[config.mk]
export PLATFORM = sky130hd
export DESIGN_NAME = pod_unit
export DESIGN_NICKNAME = d
export VERILOG_FILES = /design/src/hdl/pod_pkg.sv /design/src/hdl/pod_flt_if.sv /design/src/hdl/pod_flt_accept.sv /design/src/hdl/pod_unit.sv
export SDC_FILE = /design/constraint.sdc
export NUM_CORES = 1
export LEC_CHECK = 0
export BUFFER_PORTS_ARGS = -buffer_cell sky130_fd_sc_hd__buf_2
export CAP_MARGIN = 20
export CORE_MARGIN = 4
export CORE_UTILIZATION = 48
export DETAILED_ROUTE_END_ITERATION = 7
export PLACE_DENSITY = 0.71
export SLEW_MARGIN = 10
export SYNTH_ARGS = -nofsm -noshare
export SYNTH_HDL_FRONTEND = slang
export SYNTH_SLANG_ARGS = --single-unit
[constraint.sdc]
create_clock -name clk_sys -period 2.1 [get_ports clk_sys]
set_input_delay 0.315 -clock clk_sys [delete_from_list [all_inputs] [get_ports clk_sys]]
set_output_delay 0.315 -clock clk_sys [all_outputs]
set_load 0.02 [all_outputs]
[src/hdl/pod_pkg.sv]
package pod_pkg;
    // input acceptance modes
    typedef enum logic [1:0]
    {
        POD_MODE_EDGE = 2'h0,
        POD_MODE_S4   = 2'h1,
        POD_MODE_S16  = 2'h2,
        POD_MODE_S128 = 2'h3
    } pod_mode_t;

    // sample intervals in peripheral clock cycles
    localparam logic [7:0] POD_DIV_4   = 8'h04;
    localparam logic [7:0] POD_DIV_16  = 8'h10;
    localparam logic [7:0] POD_DIV_128 = 8'h80;
    // consecutive low samples needed for a level request
    localparam logic [4:0] POD_LOW_COUNT = 5'h10;

    // reset values of configuration
    localparam logic [1:0] POD_SHORT_HIZ_RST   = 2'h0;
    localparam logic [1:0] POD_SHORT_IRQ_RST   = 2'h3;
    localparam logic [3:0] POD_SINGLE_EN_RST   = 4'h0;
    localparam logic [2:0] POD_GRP_A_EN_RST    = 3'h7;
    localparam logic [2:0] POD_GRP_B_EN_RST    = 3'h7;
    localparam logic       POD_AUX_EN_RST      = 1'b1;
    localparam logic [3:0] POD_EXT_RST         = 4'h0;
    localparam logic [3:0] POD_SOFT_RST        = 4'h0;
    localparam logic [5:0] POD_ALV_A_RST       = 6'h00;

    // extended-condition masks: input n may be added to the group
    localparam logic [3:0] POD_EXT_OK_A      = 4'hE;
    localparam logic [3:0] POD_EXT_OK_B      = 4'hD;
    localparam logic [3:0] POD_EXT_OK_SINGLE = 4'hB;
    localparam logic [3:0] POD_EXT_OK_AUX    = 4'hF;
endpackage

[src/hdl/pod_flt_if.sv]
`timescale 1ns/1ps
// carrier between top and one fault input acceptor
interface pod_flt_if;
    logic       pin_sync;   // synchronised pin level
    logic [1:0] mode;       // acceptance mode
    logic       accept;     // one-cycle request pulse
    modport acceptor (input pin_sync, input mode, output accept);
    modport owner    (output pin_sync, output mode, input accept);
endinterface

[src/hdl/pod_flt_accept.sv]
`timescale 1ns/1ps
// one fault input: falling edge or 16 consecutive low samples
module pod_flt_accept
(
    // clock and reset
    input  wire logic clk_sys,
    input  wire logic rstn,
    // carrier
    pod_flt_if.acceptor flt
);
    logic       last_reg;    // previous synced level for edge detect
    logic [7:0] div_reg;     // sample interval counter
    logic [4:0] low_reg;     // consecutive low samples seen
    logic       done_reg;    // level request already given, wait for high
    logic [7:0] div_lim;     // interval for current mode
    logic       tick;        // sample strobe

    // interval lookup
    always_comb
    begin
        unique case (pod_pkg::pod_mode_t'(flt.mode))
            pod_pkg::POD_MODE_S4:   div_lim = pod_pkg::POD_DIV_4;
            pod_pkg::POD_MODE_S16:  div_lim = pod_pkg::POD_DIV_16;
            pod_pkg::POD_MODE_S128: div_lim = pod_pkg::POD_DIV_128;
            pod_pkg::POD_MODE_EDGE: div_lim = pod_pkg::POD_DIV_4;
        endcase
    end

    assign tick = (div_reg == div_lim - 8'h01);

    // edge history
    always_ff @(posedge clk_sys)
    begin
        if (!rstn)
            last_reg <= 1'b1;
        else
            last_reg <= flt.pin_sync;
    end

    // sample interval counter
    always_ff @(posedge clk_sys)
    begin
        if (!rstn || tick)
            div_reg <= 8'h00;
        else
            div_reg <= div_reg + 8'h01;
    end

    // low sample run counter; a high sample restarts the run
    always_ff @(posedge clk_sys)
    begin
        if (!rstn)
        begin
            low_reg  <= 5'h00;
            done_reg <= 1'b0;
        end
        else if (flt.pin_sync)
        begin
            low_reg  <= 5'h00;
            done_reg <= 1'b0;
        end
        else if (tick && !done_reg)
        begin
            if (low_reg == pod_pkg::POD_LOW_COUNT - 5'h01)
            begin
                low_reg  <= 5'h00;
                done_reg <= 1'b1;   // one request per low period
            end
            else
                low_reg <= low_reg + 5'h01;
        end
    end

    // request pulse, combinational; the top registers it
    always_comb
    begin
        if (flt.mode == pod_pkg::POD_MODE_EDGE)
            flt.accept = last_reg && !flt.pin_sync;
        else
            flt.accept = !flt.pin_sync && tick && !done_reg
                         && (low_reg == pod_pkg::POD_LOW_COUNT - 5'h01);
    end
endmodule

[src/hdl/pod_unit.sv]
`timescale 1ns/1ps
////////////////////////////////////////////////////////////////////////////////
// Operation
// - group A shorts on six complementary pairs
// - group B shorts on three complementary pairs
// - separate short settings per bridge group
// - short hiz enable gates pin disable
// - short interrupt enable gates request
// - reset: short hiz off, irq on
// - single-timer pins float on their causes
// - group A subgroups float on their causes
// - group B subgroups float on their causes
// - aux pair floats on its causes
// - causes ORed, gated by subgroup enable
// - reset enables: single off, others on
// - allowed extended inputs per group
// - several extended inputs may combine
// - extended bits add inputs, reset clear
// - one oscillator-fault enable for all
// - accept on edge or sixteen low samples
// - selectable active level per group A pair
// - configuration writable once until reset
// - software request bit per group
module pod_unit
(
    // clock and reset
    input  wire logic        clk_sys,
    input  wire logic        rstn,
    // fault pins, active low, asynchronous
    input  wire logic [3:0]  fault_in_n,
    // oscillator stop / clock monitor error, asynchronous level
    input  wire logic        osc_stop,
    input  wire logic        clock_monitor_error,
    // timer output levels: group A pairs {a,b} x6, group B pairs x3
    input  wire logic [11:0] grp_a_out,
    input  wire logic [5:0]  grp_b_out,
    // configuration, taken by cfg_commit once
    input  wire logic        cfg_commit,
    input  wire logic [7:0]  cfg_mode,
    input  wire logic        cfg_osc_en,
    input  wire logic [5:0]  cfg_alv_a,
    input  wire logic [1:0]  cfg_short_hiz,
    input  wire logic [1:0]  cfg_short_irq,
    input  wire logic [3:0]  cfg_fault_irq,
    input  wire logic [3:0]  cfg_single_en,
    input  wire logic [2:0]  cfg_grp_a_en,
    input  wire logic [2:0]  cfg_grp_b_en,
    input  wire logic        cfg_aux_en,
    input  wire logic [3:0]  cfg_ext_a,
    input  wire logic [3:0]  cfg_ext_b,
    input  wire logic [3:0]  cfg_ext_single,
    input  wire logic [3:0]  cfg_ext_aux,
    // software requests {aux, single, b, a}, live
    input  wire logic [3:0]  soft_req,
    // flag clears, one-cycle pulses
    input  wire logic [3:0]  fault_clr,
    input  wire logic [1:0]  short_clr,
    input  wire logic        osc_clr,
    // status
    output logic             cfg_locked,
    output logic [3:0]       fault_flag,
    output logic [1:0]       short_flag,
    output logic             osc_flag,
    // pin disables, high means pins floated
    output logic [3:0]       single_hiz,
    output logic [2:0]       grp_a_hiz,
    output logic [2:0]       grp_b_hiz,
    output logic             aux_hiz,
    // interrupt lines, one per fault input
    output logic [3:0]       irq
);
    ////////////////////////////////////////////////////////////////////////////
    // input synchronisers
    // every foreign input takes two flops
    // timer outputs too: other clock domain
    // cost: two cycles on every cause but soft requests
    logic [3:0]  flt_s1_reg;    // first stage, read only by second
    logic [3:0]  flt_s2_reg;
    logic [1:0]  osc_s1_reg;
    logic [1:0]  osc_s2_reg;
    logic [11:0] a_s1_reg;
    logic [11:0] a_s2_reg;
    logic [5:0]  b_s1_reg;
    logic [5:0]  b_s2_reg;

    // two flops per asynchronous input
    // reset to idle levels: no false event
    always_ff @(posedge clk_sys)
    begin
        if (!rstn)
        begin
            flt_s1_reg <= 4'hF;
            flt_s2_reg <= 4'hF;
            osc_s1_reg <= 2'h0;
            osc_s2_reg <= 2'h0;
            // ones: inactive at reset level (low)
            // so no false short right after reset
            a_s1_reg   <= 12'hFFF;
            a_s2_reg   <= 12'hFFF;
            b_s1_reg   <= 6'h3F;
            b_s2_reg   <= 6'h3F;
        end
        else
        begin
            flt_s1_reg <= fault_in_n;
            flt_s2_reg <= flt_s1_reg;
            osc_s1_reg <= {clock_monitor_error, osc_stop};
            osc_s2_reg <= osc_s1_reg;
            a_s1_reg   <= grp_a_out;
            a_s2_reg   <= a_s1_reg;
            b_s1_reg   <= grp_b_out;
            b_s2_reg   <= b_s1_reg;
        end
    end

    ////////////////////////////////////////////////////////////////////////////
    // one-time configuration
    // all taken on the first commit only
    // later strobes dropped: a stray write
    // cannot loosen the protection
    logic        lock_reg;
    logic [7:0]  mode_reg;
    logic        osc_en_reg;
    logic [5:0]  alv_a_reg;       // 1 = active high, per pair
    logic [1:0]  short_hiz_reg;   // {b, a}
    logic [1:0]  short_irq_reg;
    logic [3:0]  fault_irq_reg;
    logic [3:0]  single_en_reg;
    logic [2:0]  grp_a_en_reg;
    logic [2:0]  grp_b_en_reg;
    logic        aux_en_reg;
    logic [3:0]  ext_a_reg;
    logic [3:0]  ext_b_reg;
    logic [3:0]  ext_single_reg;
    logic [3:0]  ext_aux_reg;

    // settings latch once; later commits ignored until reset
    always_ff @(posedge clk_sys)
    begin
        if (!rstn)
        begin
            lock_reg       <= 1'b0;
            mode_reg       <= 8'h00;
            osc_en_reg     <= 1'b0;
            alv_a_reg      <= pod_pkg::POD_ALV_A_RST;
            short_hiz_reg  <= pod_pkg::POD_SHORT_HIZ_RST;
            short_irq_reg  <= pod_pkg::POD_SHORT_IRQ_RST;
            fault_irq_reg  <= 4'h0;
            single_en_reg  <= pod_pkg::POD_SINGLE_EN_RST;
            grp_a_en_reg   <= pod_pkg::POD_GRP_A_EN_RST;
            grp_b_en_reg   <= pod_pkg::POD_GRP_B_EN_RST;
            aux_en_reg     <= pod_pkg::POD_AUX_EN_RST;
            ext_a_reg      <= pod_pkg::POD_EXT_RST;
            ext_b_reg      <= pod_pkg::POD_EXT_RST;
            ext_single_reg <= pod_pkg::POD_EXT_RST;
            ext_aux_reg    <= pod_pkg::POD_EXT_RST;
        end
        else if (cfg_commit && !lock_reg)
        begin
            lock_reg       <= 1'b1;
            mode_reg       <= cfg_mode;
            osc_en_reg     <= cfg_osc_en;
            alv_a_reg      <= cfg_alv_a;
            short_hiz_reg  <= cfg_short_hiz;
            short_irq_reg  <= cfg_short_irq;
            fault_irq_reg  <= cfg_fault_irq;
            single_en_reg  <= cfg_single_en;
            grp_a_en_reg   <= cfg_grp_a_en;
            grp_b_en_reg   <= cfg_grp_b_en;
            aux_en_reg     <= cfg_aux_en;
            // disallowed inputs are masked off
            ext_a_reg      <= cfg_ext_a & pod_pkg::POD_EXT_OK_A;
            ext_b_reg      <= cfg_ext_b & pod_pkg::POD_EXT_OK_B;
            ext_single_reg <= cfg_ext_single & pod_pkg::POD_EXT_OK_SINGLE;
            ext_aux_reg    <= cfg_ext_aux & pod_pkg::POD_EXT_OK_AUX;
        end
    end

    ////////////////////////////////////////////////////////////////////////////
    // fault input acceptors
    // one acceptor per pin, one-cycle pulse
    // the sticky flags below catch it
    logic [3:0] accept;   // one-cycle request pulses

    genvar gi;
    generate
        for (gi = 0; gi < 4; gi++)
        begin : g_flt
            pod_flt_if flt ();
            assign flt.pin_sync = flt_s2_reg[gi];
            // two mode bits per input
            assign flt.mode     = mode_reg[2*gi +: 2];
            assign accept[gi]   = flt.accept;
            pod_flt_accept pod_flt_accept_inst
            (
                .clk_sys (clk_sys),
                .rstn    (rstn),
                .flt     (flt)
            );
        end
    endgenerate

    ////////////////////////////////////////////////////////////////////////////
    // short-circuit detection
    // short: both halves at the active level
    // group B has no levels of its own

    // both halves of a pair at their active level
    // hi set: both must read one
    function automatic logic pair_short(input logic [1:0] lv, input logic hi);
        pair_short = hi ? (lv[0] & lv[1]) : (~lv[0] & ~lv[1]);
    endfunction

    logic short_a;   // any group A pair shorted
    logic short_b;   // any group B pair shorted

    // group B shares group A timer3 active levels
    // unrolled OR tree, no priority
    always_comb
    begin
        short_a = 1'b0;
        for (int i = 0; i < 6; i++)
            short_a = short_a | pair_short(a_s2_reg[2*i +: 2], alv_a_reg[i]);
        short_b = 1'b0;
        for (int i = 0; i < 3; i++)
            short_b = short_b | pair_short(b_s2_reg[2*i +: 2], alv_a_reg[i]);
    end

    ////////////////////////////////////////////////////////////////////////////
    // sticky flags; set wins over clear
    // a clear meeting a live cause is lost:
    // the fault is still there, pins stay off
    logic [3:0] fault_reg;
    logic [1:0] short_reg;
    logic       osc_reg;

    // fault request flags
    // acceptor pulses set, strobes clear
    always_ff @(posedge clk_sys)
    begin
        if (!rstn)
            fault_reg <= 4'h0;
        else
            fault_reg <= accept | (fault_reg & ~fault_clr);
    end

    // short flags, set whether or not short hiz/irq used
    // kept even with hiz and irq disabled
    always_ff @(posedge clk_sys)
    begin
        if (!rstn)
            short_reg <= 2'h0;
        else
            short_reg <= {short_b, short_a} | (short_reg & ~short_clr);
    end

    // oscillator fault flag, gated by the oscillator-fault enable
    // enable off: never sets, nothing floats
    always_ff @(posedge clk_sys)
    begin
        if (!rstn)
            osc_reg <= 1'b0;
        else
            osc_reg <= (osc_en_reg & (|osc_s2_reg)) | (osc_reg & ~osc_clr);
    end

    ////////////////////////////////////////////////////////////////////////////
    // disable causes per group
    // own input, soft request, oscillator
    // and the masked extended inputs
    // soft requests are live, not latched
    logic cause_a;
    logic cause_b;
    logic cause_s;
    logic cause_x;

    // causes ORed; extended inputs each add independently
    // masks applied at commit, not here
    always_comb
    begin
        cause_a = (short_reg[0] & short_hiz_reg[0]) | fault_reg[0] | soft_req[0]
                  | osc_reg | (|(ext_a_reg & fault_reg));
        cause_b = (short_reg[1] & short_hiz_reg[1]) | fault_reg[1] | soft_req[1]
                  | osc_reg | (|(ext_b_reg & fault_reg));
        cause_s = fault_reg[2] | soft_req[2] | osc_reg
                  | (|(ext_single_reg & fault_reg));
        cause_x = fault_reg[3] | soft_req[3] | osc_reg
                  | (|(ext_aux_reg & fault_reg));
    end

    ////////////////////////////////////////////////////////////////////////////
    // registered outputs
    // subgroup enable is the last gate
    // flops keep the pins glitch free
    always_ff @(posedge clk_sys)
    begin
        if (!rstn)
        begin
            single_hiz <= 4'h0;
            grp_a_hiz  <= 3'h0;
            grp_b_hiz  <= 3'h0;
            aux_hiz    <= 1'b0;
        end
        else
        begin
            single_hiz <= single_en_reg & {4{cause_s}};
            grp_a_hiz  <= grp_a_en_reg & {3{cause_a}};
            grp_b_hiz  <= grp_b_en_reg & {3{cause_b}};
            aux_hiz    <= aux_en_reg & cause_x;
        end
    end

    // interrupt lines; shorts share lines 0 and 1
    // levels; drop one cycle after a clear
    // shorts use line 0 (A) and 1 (B)
    always_ff @(posedge clk_sys)
    begin
        if (!rstn)
            irq <= 4'h0;
        else
            irq <= (fault_reg & fault_irq_reg)
                   | {2'h0, short_reg & short_irq_reg};
    end

    // status mirrors
    // lag the internal flags by a cycle
    always_ff @(posedge clk_sys)
    begin
        if (!rstn)
        begin
            cfg_locked <= 1'b0;
            fault_flag <= 4'h0;
            short_flag <= 2'h0;
            osc_flag   <= 1'b0;
        end
        else
        begin
            cfg_locked <= lock_reg;
            fault_flag <= fault_reg;
            short_flag <= short_reg;
            osc_flag   <= osc_reg;
        end
    end
endmodule

==> out/metrics.cfg, run 1 <==
[run_status]
status=finished clean

[setup_path]
path_delay_family=simple AND/OR/NAND/NOR gates
slowest_delay_ns=0.55
cp_max_fo=5
crit_chain=ha_2, nand3_2, or4b_4, a211oi_4, buf_4, mux2i_1, nor2_1
arrival_ns=2.31
cp_data_required_time_ns=2.40
end_kind=flop
critPathLaunchType=flop
cp_slowest_cell=or4b_4
critical_path_class=reg2reg
critPathBufInv=1

[power]
p_int_mw=6.086
vdd_drop_max_uv=605.9
power_frac_comb=0.068
p_switching_mw=1.626
power_frac_seq=0.487
power-per-cell-area_nw_per_um2=956.8
clock_power_share=0.445
p_total_mw=7.712
p_leak_nw=3.307
p_sw_frac=0.2109

[route]
wirelength_um=14510
via_per_inst=5.132
drt_pass1_iterations=5
drt-initial-drc-count=282
drc=0
wire_per_inst_um=14.43
ant_nets=0
route.vias.total=5163

[global_route]
overflow=0
grt_max_degree=77
grt_pass1_vias=5113
grt_pass1_wl_um=23820
grt_usage=0.1868
antenna_found_initial=0

[die]
core-area_um2=13400
start_util=0.4951
row_count=42
fp.dieW_um=125.6
die_area_um2=15770
io_pins=111
die_h_um=125.6

[clock_tree]
clockBufferDepth=2
worst_skew_pair.late_latency_ns=0.42
cts_buffers=17
cts-root-buf=clkbuf_16
cts.sinks=185
htree_num_levels=4
clk_pin_slew_worst_paths_ns=0.06
cts_tree=done
cts_hold_buf=0

[synth]
synthDistinctLibCells=61
synthSimpleGateAreaFrac=0.2563
syn_nets=808
synthTopCellsByArea=dfxtp_1 (56%), nand2_1 (6.8%), nand2b_1 (4.8%), a21oi_1 (3.9%), nor2_1 (3.2%)
async_flop_share=0
ys_warn_count=0
synth_edf_count=0
synth_most_common_cell=dfxtp_1
synthAdderAreaFrac=0.01509
synthMuxAreaShare=0.007544
yosysSeqAreaShare=0.5583
synth_cells=712
ys_seq_elements=185
synth_area_um2=6634
synth_area_per_cell_um2=9.317
synthXorXnorAreaFrac=0.03301
synth-compound-area-share=0.1071
yosysTopAreaCellShare=0.5583
synth_top_family_by_area=simple AND/OR/NAND/NOR gates
synthFlopType=dfxtp_1
synthTopCellsByCount=dfxtp_1 (185), nand2_1 (121), nor2_1 (57)
yosys.area.top_type=dfxtp_1

[finish]
finalNetCount=916
fill_cells=1107
num_antenna_cells=0
register_area_um2=3704
largest_reg_flops=32
layout-drive-gt1-share=0.1928
multiInputGateArea_um2=2808
postLayoutCoreUtil=0.6015
area_growth_pct=21.50

[timing]
finalHoldViolCount=0
skew_ns=0.008796
fmax_mhz=496.0
relSlewSlack=0.6143
worstMarginPinSlew_ns=0.5751
drv_slew=0
finalCritPeriodShare=0.9600
finalSetupViolCount=0
period_needed_ns=2.016

[min_path]
hp-class=in2reg

[placed_design]
port_buffers=106
place_hpwl_um=10150
gp_congestion=0.8113

[flow_run]
maxCapViolations=0

-- cell type report --
cell class	instances	share of cell area
clock buffers	22	0.05883
well taps	176	0.02732
repair buffers	115	0.07886
multi-input cells	487	0.3483
inverters	14	0.006520
flip-flops and latches	185	0.4595
clock inverters	7	0.02065
-- layout by cell type, fill, tap and decap left out, types with 5 or more instances in the layout --
master       n
inv_1       14
or3_1        8
mux2i_1      5
dfxtp_1    185
xnor2_1     11
nand2b_1    50
o21ai_0      7
bufinv_16    5
xor2_1      14
ha_1         7
and2_1      21
buf_4        6
and3_1      13
nand3_1     24
a21oi_1     52
a31oi_1      7
nor3_1      22
nand2_1    121
nor2_1      57
clkbuf_16   17
nand4_1      6
buf_2      106
-- power groups by stage --
stage          registers, mW  logic (mW)  clock network, mW
6_report                3.76       0.522               3.43
5_1_grt                 3.78       0.588               3.62
4_1_cts                 3.76       0.527               3.48
3_5_place_dp            3.84       0.522                  0
3_3_place_gp            3.83       0.506                  0
2_1_floorplan           3.83       0.300                  0
-- layer usage --
metal,up-vias,wire length (µm),GRT usage
met2,104,7456,0.3354
li1,2617,-,-
met5,-,0,0
met3,18,656,0.05842
met1,2424,6160,0.2097
met4,0,239,0.06186
-- cell families after synthesis --
kind of cell,after synthesis
buffers and inverters,40
flip-flops,185
AND/OR/NAND/NOR,343
multiplexers,5
adder cells (fa/ha/maj),8
XOR/XNOR,25
AO/OA/AOI/OAI,106
-- metrics by stage --
| step | setup TNS, ns | hold WS [ns] | setup WS, ns | cells | instance area, µm² |
|---|---|---|---|---|---|
| CTS | 0 | 0.05574 | 0.01767 | 1003 | 8023 |
| detailed placement | 0 | 0.3940 | 0.01647 | 974 | 7380 |
| floorplan | 0 | 0.3863 | 0.1992 | 712 | 6634 |
| global route | -0.03618 | 0.05335 | -0.03618 | 1006 | 8060 |
| finish | 0 | 0.06828 | 0.08401 | 1006 | 8060 |
| global placement | 0 | 0.3905 | 0.1201 | 974 | 7380 |
-- worst paths after layout --
path,from,end,slack [ns],cells after the start
hold / removal,grp_a_out[9],a_s1_reg[9],0.07,2
setup / recovery,g_flt[0].pod_flt_accept_inst.div_reg[0],g_flt[0].pod_flt_accept_inst.low_reg[0],0.08,7
setup reg to reg,g_flt[0].pod_flt_accept_inst.div_reg[0],g_flt[0].pod_flt_accept_inst.low_reg[0],0.08,7
hold reg to reg,b_s1_reg[3],b_s2_reg[3],0.41,1
-- what timing repair did --
action	in CTS	in global routing
gates resized for setup	1	2
pin swaps	2	2
endpoints found under the setup margin	2	4
setup buffers	0	3
No activity file was read; power rests on OpenSTA's default activity.
==> inputs of run 2 (changes only) <==
- PLACE_DENSITY: 0.71 -> 0.7
- SYNTH_HIERARCHICAL: unset -> 1
- clock period: 2.1 -> 1.9 ns (I/O delays scaled with it)
==> out/metrics.cfg, run 2 <==
[run_status]
status=finished clean

[clock_tree]
cts_setup_buffers=0
cts_tree=done
cts.sinks=185
clk_pin_slew_worst_paths_ns=0.06
cts-root-buf=clkbuf_16
clockBufferDepth=2
cts_buffers=17
worst_skew_pair.late_latency_ns=0.42
htree_num_levels=4
cts_hold_buf=0

[global_route]
grt_usage=0.1788
grt_pass1_vias=5139
antenna_found_initial=0
grt_pass1_wl_um=23730
grt_max_degree=56
overflow=0

[setup_path]
cp_data_required_time_ns=2.24
end_kind=flop
critPathLaunchType=flop
rr_endpoint=g_flt[3].pod_flt_accept_inst/low_reg[3]
r2r_slack_ns=0.11
startpoint=g_flt[3].pod_flt_accept_inst/div_reg[0]
reg2regPathDepth=6
reg2reg_from=g_flt[3].pod_flt_accept_inst/div_reg[0]
critical_path_class=reg2reg
cp_slowest_cell=or3_1
slowest_delay_ns=0.39
cp_max_fo=4
arrival_ns=2.13
crit_chain=ha_1, or2b_1, nor2_2, nand3_2, or3_1, a211oi_2

[synth]
syn_nets=819
synth_edf_count=0
yosys.area.top_type=dfxtp_1
async_flop_share=0
synthFlopType=dfxtp_1
synthDistinctLibCells=58
synthTopCellsByCount=dfxtp_1 (185), nand2_1 (115), nand2b_1 (55)
ys_seq_elements=185
yosysSeqAreaShare=0.5308
synth_most_common_cell=dfxtp_1
synth_area_per_cell_um2=9.650
yosysTopAreaCellShare=0.5308
synth_cells=723
synthTopCellsByArea=dfxtp_1 (53%), nand2_1 (6.2%), nand2b_1 (4.9%), a21oi_1 (3.5%), and2_1 (2.1%)
synth_area_um2=6977
ys_warn_count=6

[placed_design]
gp_congestion=0.8280
port_buffers=106
dp.cells=995
place_hpwl_um=10200

[timing]
period_needed_ns=1.790
drv_slew=0
setup_tns_ns=0
finalSetupViolCount=0
relSlewSlack=0.6979
fmax_mhz=558.8
skew_ns=0.007058
worstMarginPinSlew_ns=0.4516
finalHoldViolCount=0
rsz0062_at_grt=false
finalCritPeriodShare=0.9419

[finish]
area_growth_pct=19.51
layout_commonest_cell=dfxtp_1
mostFrequentLayoutCells=dfxtp_1 (185), nand2_1 (115), buf_2 (106), nand2b_1 (54), a21oi_1 (49)
layoutNonFillerInstCount=1027
finalNetCount=930
layout-drive-gt1-share=0.2113
postLayoutCoreUtil=0.5938
register_area_um2=3704
multiInputGateArea_um2=3063
num_antenna_cells=0
largest_reg_flops=32
fill_cells=1207

[route]
ant_nets=0
wirelength_um=14400
via_per_inst=5.134
wire_per_inst_um=14.02
drc=0
route.vias.total=5273
drt-initial-drc-count=318
drt_pass1_iterations=5

[min_path]
hold_end=a_s1_reg[2]
hp-class=in2reg
hp-start=grp_a_out[2]
min_path_cells=2

[die]
die_h_um=128.6
fp.dieW_um=128.6
core-area_um2=14040
start_util=0.4968
io_pins=111
die_area_um2=16530
row_count=43

[power]
power-per-cell-area_nw_per_um2=1005
vdd_drop_max_uv=662.3
p_leak_nw=3.415

[flow_run]
maxCapViolations=0

-- run 2: critical path: cells and delay by family, from the launching register on --
family          cells  cell delay [ns]
compound gates      1             0.22
fa+ha+maj           1             0.24
flops               1             0.37
simple gates        4             0.87
-- run 2: repair_timing --
item / in CTS / in global routing
setup endpoints to repair: 0 / 1
gates resized for setup: 0 / 1
hold endpoints to repair: 0 / 0
-- run 2: per-layer routing --
layer / routed length [µm] / global-route usage / vias up
met3: 763 / 0.04276 / 19
met5: 0 / 0 / -
met1: 6353 / 0.2235 / 2447
li1: - / - / 2685
met4: 257 / 0.07103 / 0
met2: 7024 / 0.2988 / 122
-- run 2: cells by family after synthesis --
| group | Yosys count | synth area share |
|---|---|---|
| AO/OA/AOI/OAI | 92 | 0.09918 |
| XOR/XNOR | 29 | 0.03641 |
| adder cells (fa/ha/maj) | 8 | 0.01435 |
| buffers and inverters | 43 | 0.03174 |
| flip-flops | 185 | 0.5308 |
| multiplexers | 8 | 0.01148 |
| AND/OR/NAND/NOR | 358 | 0.2760 |
-- run 2: stage by stage --
stage / hold WS (ns) / total power [mW] / setup slack, ns / cell area, µm²
5_1_grt: 0.02742 / 8.742 / 0.01351 / 8338
6_report: 0.03803 / 8.384 / 0.1103 / 8338
2_1_floorplan: 0.3863 / 4.600 / 0.2020 / 6977
3_3_place_gp: 0.3890 / 4.811 / 0.1901 / 7712
3_5_place_dp: 0.3909 / 4.835 / 0.1388 / 7712
4_1_cts: 0.02339 / 8.469 / 0.1144 / 8337
-- run 2: worst max path at each step --
stage	endpoint	cells past startpoint
global route	fault_reg[0]	7
detailed placement	g_flt[3].pod_flt_accept_inst/low_reg[3]	6
global placement	fault_reg[3]	7
finish	g_flt[3].pod_flt_accept_inst/low_reg[3]	6
CTS	g_flt[3].pod_flt_accept_inst/low_reg[3]	6
floorplan	g_flt[3].pod_flt_accept_inst/low_reg[3]	6
-- run 2: layout make-up --
class | instances | share of cell area
flip-flops and latches | 185 | 0.4442
multi-input cells | 495 | 0.3673
repair buffers | 118 | 0.07893
clock buffers | 21 | 0.05762
well taps | 180 | 0.02701
clock inverters | 11 | 0.01726
inverters | 17 | 0.007653
-- run 2: report_power, final --
part	switching, mW	internal (mW)	leakage, nW
Combinational	0.318	0.266	1.60
Sequential	0.105	4.05	1.52
Clock	1.44	2.20	0.297
